File: src/txsc_regs.svh
// Constants for the transaction state control block
`ifndef TXSC_REGS_SVH
`define TXSC_REGS_SVH
`define TXSC_TESR_W          16
`define TXSC_TESR_RESET      16'h0000
`define TXSC_BIT_PERSIST     0
`define TXSC_BIT_IMPL        15
`define TXSC_BIT_CONFLICT    1
`define TXSC_BIT_ABORT       2
`define TXSC_BIT_INTR        3
`define TXSC_BIT_RBONLY      4
`define TXSC_ADDR_RESET      64'h0000_0000_0000_0000
`endif

File: src/txsc_pkg.sv
// Types for the transaction state control block
package txsc_pkg;
    typedef enum logic [1:0] {
        TXSC_NONTX,
        TXSC_TX,
        TXSC_SUSP
    } txsc_state_t;
    typedef enum logic [2:0] {
        TXSC_CAUSE_NONE,
        TXSC_CAUSE_ABORT,
        TXSC_CAUSE_CONFLICT,
        TXSC_CAUSE_IFETCH_CI,
        TXSC_CAUSE_RECOVERY,
        TXSC_CAUSE_QUIESCE
    } txsc_cause_t;
endpackage

File: src/txsc_fail_cause.sv
// Failure cause detection and status word composition
`timescale 1ns/1ps
`include "txsc_regs.svh"
module txsc_fail_cause (
    input  wire logic                     in_tx,        // Thread transactional
    input  wire logic                     in_susp,      // Thread suspended
    input  wire logic                     abort_req,    // Abort instruction fired
    input  wire logic                     abort_cond,   // Condition for conditional abort
    input  wire logic                     abort_is_cond,// Abort is the conditional form
    input  wire logic                     conflict,     // Other-thread conflicting access
    input  wire logic                     ifetch_ci,    // Fetch hits caching-inhibited page
    input  wire logic                     recovery,     // Hardware recovery action
    input  wire logic                     quiesce,      // Quiesce request
    input  wire logic                     rollback_only_txn,          // Current txn is rollback-only
    output logic                          fail,         // Transaction fails now
    output logic [`TXSC_TESR_W-1:0]       fail_status   // Status word for this failure
);
    // Each cause qualified by the state in which it applies
    wire active      = in_tx | in_susp;
    wire abort_hit   = in_tx & abort_req & (~abort_is_cond | abort_cond);
    wire confl_hit   = active & conflict & ~rollback_only_txn;
    wire ifetch_hit  = in_tx & ifetch_ci;
    wire recov_hit   = active & recovery;
    wire quies_hit   = active & quiesce;
    wire impl_hit    = ifetch_hit | recov_hit | quies_hit;

    assign fail = abort_hit | confl_hit | impl_hit;

    // Compose status; persistent bit stays zero for implementation causes
    always_comb begin
        fail_status = `TXSC_TESR_RESET;
        fail_status[`TXSC_BIT_IMPL]     = impl_hit;
        fail_status[`TXSC_BIT_PERSIST]  = 1'b0;
        fail_status[`TXSC_BIT_ABORT]    = abort_hit;
        fail_status[`TXSC_BIT_CONFLICT] = confl_hit;
        fail_status[`TXSC_BIT_RBONLY]   = rollback_only_txn;
    end
endmodule

File: src/txsc_top.sv
// Per-thread transaction state control: begin, commit, abort, suspend, rollback
`timescale 1ns/1ps
`include "txsc_regs.svh"
module txsc_top #(
    parameter int REG_W = 64                      // Checkpointed register width
) (
    input  wire logic                   sys_clk,        // Core clock, 10 MHz
    input  wire logic                   resetn,         // Synchronous reset, active low
    input  wire logic                   op_begin,       // Begin instruction executes
    input  wire logic                   op_begin_rot,   // Begin requests rollback-only
    input  wire logic [63:0]            handler_addr,   // Failure handler for this begin
    input  wire logic [REG_W-1:0]       user_reg,       // Live user register state
    input  wire logic                   op_end,         // End instruction executes
    input  wire logic                   op_abort,       // Abort instruction executes
    input  wire logic                   op_abort_cond,  // Abort is conditional form
    input  wire logic                   abort_cond_ok,  // Conditional abort condition holds
    input  wire logic                   op_suspres,     // Suspend/resume instruction
    input  wire logic                   intr_taken,     // Interrupt taken
    input  wire logic                   conflict,       // Conflicting remote access
    input  wire logic                   ifetch_ci,      // Fetch to caching-inhibited page
    input  wire logic                   recovery,       // Hardware recovery action
    input  wire logic                   quiesce,        // Quiesce request
    output logic [1:0]                  tx_state,       // 0 non, 1 transactional, 2 suspended
    output logic                        store_tx_tag,   // Stores now belong to transaction
    output logic                        commit_pulse,   // Publish buffered stores
    output logic                        discard_pulse,  // Drop buffered stores
    output logic                        restore_pulse,  // Load checkpoint into registers
    output logic [REG_W-1:0]            restore_val,    // Checkpointed register value
    output logic                        redirect_pulse, // Redirect fetch
    output logic [63:0]                 redirect_addr,  // Handler target
    output logic                        barrier_pulse,  // Apply memory barrier
    output logic                        rot_active,     // Current txn is rollback-only
    output logic                        atomic_hold,    // Hold off remote observation
    output logic [`TXSC_TESR_W-1:0]     txn_exception_status_reg // Failure status
);
    txsc_pkg::txsc_state_t state;
    txsc_pkg::txsc_state_t next_state;
    logic [63:0]               handler;
    logic [REG_W-1:0]          ckpt;
    logic                      rollback_only_txn;
    logic                      fail;
    logic [`TXSC_TESR_W-1:0]   fail_status;

    // Decode of current state and instruction effects
    wire in_tx     = (state == txsc_pkg::TXSC_TX);
    wire in_susp   = (state == txsc_pkg::TXSC_SUSP);
    wire idle      = (state == txsc_pkg::TXSC_NONTX);
    wire do_begin  = idle & op_begin;
    wire do_end    = in_tx & op_end & ~fail;
    wire do_intr   = in_tx & intr_taken & ~fail;
    wire do_susp   = in_tx & op_suspres & ~fail & ~intr_taken;
    wire do_resume = in_susp & op_suspres & ~fail;

    txsc_fail_cause u_cause (
        .in_tx         (in_tx),
        .in_susp       (in_susp),
        .abort_req     (op_abort),
        .abort_cond    (abort_cond_ok),
        .abort_is_cond (op_abort_cond),
        .conflict      (conflict),
        .ifetch_ci     (ifetch_ci),
        .recovery      (recovery),
        .quiesce       (quiesce),
        .rollback_only_txn           (rollback_only_txn),
        .fail          (fail),
        .fail_status   (fail_status)
    );

    // Next state selection; failure outranks every other event
    always_comb begin
        next_state = state;
        case (state)
            txsc_pkg::TXSC_NONTX: begin
                if (op_begin) begin
                    next_state = txsc_pkg::TXSC_TX;
                end
            end
            txsc_pkg::TXSC_TX: begin
                if (fail || op_end) begin
                    next_state = txsc_pkg::TXSC_NONTX;
                end else if (intr_taken || op_suspres) begin
                    next_state = txsc_pkg::TXSC_SUSP;
                end
            end
            txsc_pkg::TXSC_SUSP: begin
                if (fail) begin
                    next_state = txsc_pkg::TXSC_NONTX;
                end else if (op_suspres) begin
                    next_state = txsc_pkg::TXSC_TX;
                end
            end
            default: begin
                next_state = txsc_pkg::TXSC_NONTX;
            end
        endcase
    end

    // State register
    always_ff @(posedge sys_clk) begin
        if (!resetn) begin
            state <= txsc_pkg::TXSC_NONTX;
        end else begin
            state <= next_state;
        end
    end

    // Checkpoint, handler and mode captured at begin
    always_ff @(posedge sys_clk) begin
        if (!resetn) begin
            ckpt    <= '0;
            handler <= `TXSC_ADDR_RESET;
            rollback_only_txn     <= 1'b0;
        end else if (do_begin) begin
            ckpt    <= user_reg;
            handler <= handler_addr;
            rollback_only_txn     <= op_begin_rot;
        end
    end

    // Status word: cleared at begin, loaded on failure, otherwise held
    always_ff @(posedge sys_clk) begin
        if (!resetn) begin
            txn_exception_status_reg <= `TXSC_TESR_RESET;
        end else if (fail) begin
            txn_exception_status_reg <= fail_status;
        end else if (do_begin) begin
            txn_exception_status_reg <= `TXSC_TESR_RESET;
        end
    end

    // Registered outputs toward memory, register file and fetch
    always_ff @(posedge sys_clk) begin
        if (!resetn) begin
            tx_state       <= 2'h0;
            store_tx_tag   <= 1'b0;
            commit_pulse   <= 1'b0;
            discard_pulse  <= 1'b0;
            restore_pulse  <= 1'b0;
            restore_val    <= '0;
            redirect_pulse <= 1'b0;
            redirect_addr  <= `TXSC_ADDR_RESET;
            barrier_pulse  <= 1'b0;
            rot_active     <= 1'b0;
            atomic_hold    <= 1'b0;
        end else begin
            tx_state       <= next_state;
            store_tx_tag   <= (next_state == txsc_pkg::TXSC_TX);
            commit_pulse   <= do_end;
            discard_pulse  <= fail;
            restore_pulse  <= fail;
            restore_val    <= ckpt;
            redirect_pulse <= fail;
            redirect_addr  <= handler;
            barrier_pulse  <= do_susp | do_resume | do_end | (in_tx & op_abort);
            rot_active     <= do_begin ? op_begin_rot : (rollback_only_txn & ~(fail | do_end));
            // Shared-storage atomicity only for full transactions
            atomic_hold    <= (next_state == txsc_pkg::TXSC_TX)
                              & ~(do_begin ? op_begin_rot : rollback_only_txn);
        end
    end
    // do_intr documents the interrupt path; it folds into the state decode
    wire unused_intr = do_intr;
endmodule
File: config.mk
export PLATFORM = sky130hd
export DESIGN_NAME = txsc_top
export DESIGN_NICKNAME = d
export VERILOG_FILES = /design/src/txsc_pkg.sv /design/src/txsc_fail_cause.sv /design/src/txsc_top.sv
export VERILOG_INCLUDE_DIRS = /design/src /design/src/src
export SDC_FILE = /design/constraint.sdc
export NUM_CORES = 1
export LEC_CHECK = 0
export ABC_AREA = 1
export BUFFER_PORTS_ARGS = -buffer_cell sky130_fd_sc_hd__buf_2
export CAP_MARGIN = 0
export CELL_PAD_IN_SITES_DETAIL_PLACEMENT = 1
export CELL_PAD_IN_SITES_GLOBAL_PLACEMENT = 2
export CORE_ASPECT_RATIO = 1.75
export CORE_MARGIN = 2
export CORE_UTILIZATION = 30
export DETAILED_ROUTE_END_ITERATION = 12
export HOLD_SLACK_MARGIN = 0.05
export PLACE_DENSITY_LB_ADDON = 0.1
export SLEW_MARGIN = 30
export SYNTH_ARGS = -nofsm -noshare
export SYNTH_HDL_FRONTEND = slang
export SYNTH_SLANG_ARGS = --single-unit
File: constraint.sdc
create_clock -name sys_clk -period 3.05 [get_ports sys_clk]
set_input_delay 0.61 -clock sys_clk [delete_from_list [all_inputs] [get_ports sys_clk]]
set_output_delay 0.61 -clock sys_clk [all_outputs]
set_load 0.01 [all_outputs]
==> flow_summary.yaml <==
grt:
  antenna_found_initial: 5
  grt_pass1_wl_um: 36200
  grt_max_degree: 136
  grt_usage_pct: 15.0
  grt_overflow_total: 0
  grt_pass1_vias: 6876
worst_setup_path:
  r2r_start: "tx_state[1]"
  worstSetupEndpointType: "register"
  cp_max_fo: 129
  critical_path_class: "reg2reg"
  worst_setup_path_start_kind: "register"
  critPathArrivalTime_ns: 2.34
  cp.required_ns: 3.50
  startpoint: "tx_state[1]"
logic_synthesis:
  ys_types: 23
  yosys.area_share.simple_pct: 19.3
  synth_seq_area_share_pct: 61.7
  synth_area_sq_mm: 0.00872
  syn_avg_cell_area_sq_um: 8.29
  yosys_warnings: 0
  synth-xor-area-share_pct: 0
  synth-seq-cells: 269
  synth_top_family_by_area: "simple AND/OR/NAND/NOR gates"
  synth_compound_area_share_pct: 8.00
  synthCells: 1052
  synthAdderAreaFrac_pct: 0.574
  synthMuxAreaShare_pct: 0
sta:
  maxSlewViolCount: 0
  setup_tns_ns: 0
  period_needed_ns: 1.89
  max_slew_margin_pct: 60.7
  period_share_pct: 61.8
  setup_violations: 0
  setup_slack_ns: 1.16
  grt_setup_unrepaired: "no"
  skew_ns: 0.0113
  timing.fmax_mhz: 530
  tightestPinTransition_ns: 0.590
  hold_viol: 0
pwr:
  ir_drop_mv: 0.346
  cellLeakagePower_nw: 6.23
  power_density_mw_per_mm2: 719
final_layout:
  final-instance-count-excl-fill: 1707
  fin_util_pct: 39.5
  design_area_sq_mm: 0.0113
  layout.nets: 1455
  syn2layout_area_growth_pct: 29.5
  drive_above_1_share_pct: 26.0
clock_network:
  clock_sinks: 269
  clock_latency_ns: 0.53
  clk_path_buf_depth: 3
  cts_hold_buf: 0
  cts_htree_levels: 1
  cts_resized: 0
  cts_setup_buffers: 0
  cts_buffers: 27
  cts_tree: "built"
  cts-root-buf: "clkbuf_16"
  clkTransAtPathRegs_ns: 0.06
die:
  core_sq_mm: 0.0286
  ios: 296
  dieHeight_um: 230
  die_x_um: 133
  start_util_pct: 30.5
  dieArea_sq_mm: 0.0305
  fp-row-count: 82
route:
  ant_nets: 0
  wl_per_cell_um: 13.7
  drt_wl_total_um: 23400
  vias_per_cell: 4.18
  firstDrtPassIters: 4
  drc: 0
  route.vias.total: 7141
  first_iter_violations: 217
place:
  placed_area_sq_mm: 0.0104
  place.gp.congestion: 0.732
  port_buffers: 283
  place_hpwl_um: 15600
  dpl_worst_slack_ns: 1.09
  dp_cells: 1658
min_path:
  hp-start: "user_reg[31]"
  hold_path.class: "in2reg"
status:
  outcome: "complete, no violations"
run:
  maxCapViolations: 0
-- area by class of cell --
| type | instances | area (sq um) |
|---|---|---|
| clock buffers | 38 | 777 |
| clock inverters | 10 | 131 |
| repair buffers | 288 | 1510 |
| flip-flops and latches | 269 | 5390 |
| diodes | 1 | 2.50 |
| well taps | 378 | 473 |
| fillers | 3536 | 17300 |
| inverters | 142 | 536 |
| multi-input cells | 581 | 2480 |
-- placed cells by master, fill, tap and decap left out, types with 6 or more instances in the layout --
cell,Yosys,layout
buf_2,29,282
conb_1,1,12
clkbuf_8,0,6
dfxtp_1,269,269
o21ai_0,128,128
a21oi_1,8,8
nor2_1,263,263
clkbuf_16,0,27
inv_1,140,139
nand2_1,146,145
-- cells in the mapped netlist --
cell type	instances	area, sq um
clkbuf_1	24	90.1
clkinv_1	1	3.75
a31oi_1	2	12.5
ha_1	4	50.1
nand2_2	3	18.8
inv_1	140	526
nor2_1	263	987
buf_2	29	145
nor3_1	1	5.00
buf_4	18	135
nor2_8	1	20.0
dfxtp_1	269	5390
o21ai_0	128	641
a21oi_1	8	40.0
nand3_2	3	30.0
nor3_2	2	20.0
o21ai_1	1	5.00
inv_2	1	3.75
conb_1	1	3.75
nand2_4	1	11.3
nand3_1	5	25.0
nand2_1	146	548
nand3_4	1	17.5
-- report_power, final --
part	leakage (nW)	switching, mW	internal (mW)	total, mW
clock network	0.448	1.36	2.02	3.38
registers	2.22	0.112	3.80	3.91
logic	3.57	0.518	0.323	0.841
-- stage by stage --
stage	hold slack, ns	total power, mW
6_report	0.331	8.13
4_1_cts	0.296	8.32
3_5_place_dp	0.418	4.86
2_1_floorplan	0.407	4.50
5_1_grt	0.305	8.58
3_3_place_gp	0.411	4.84
-- final timing paths --
| path | to | slack (ns) | cells after the start |
|---|---|---|---|
| setup / recovery | rot_active | 1.16 | 8 |
| hold / removal | ckpt[31] | 0.33 | 3 |
| setup reg to reg | rot_active | 1.16 | 8 |
| hold reg to reg | restore_val[14] | 0.42 | 2 |
-- cells by family (layout without fill, tap and decap cells) --
logic type	Yosys count	after routing
buf+inv	213	478
simple gates	426	426
fa+ha+maj	4	4
compound gates	139	139
other cells	1	13
flops	269	269
-- critical path, cell delays in order (launching register included) --
cell,delay [ns]
dfxtp_1,0.37
inv_1,0.12
ha_1,0.25
nand2_4,0.11
buf_12,0.37
nand2_1,0.17
a21oi_1,0.16
nand2_1,0.07
a21oi_1,0.11
-- metal layers --
layer / up-vias / track usage (%) / routed length, um
li1: 3633 / - / -
met1: 3257 / 16.9 / 9290
met2: 200 / 27.0 / 11900
met3: 43 / 4.05 / 1620
met4: 8 / 5.14 / 589
met5: - / 0 / 57
Note: power is estimated with default switching activity, not from simulation.
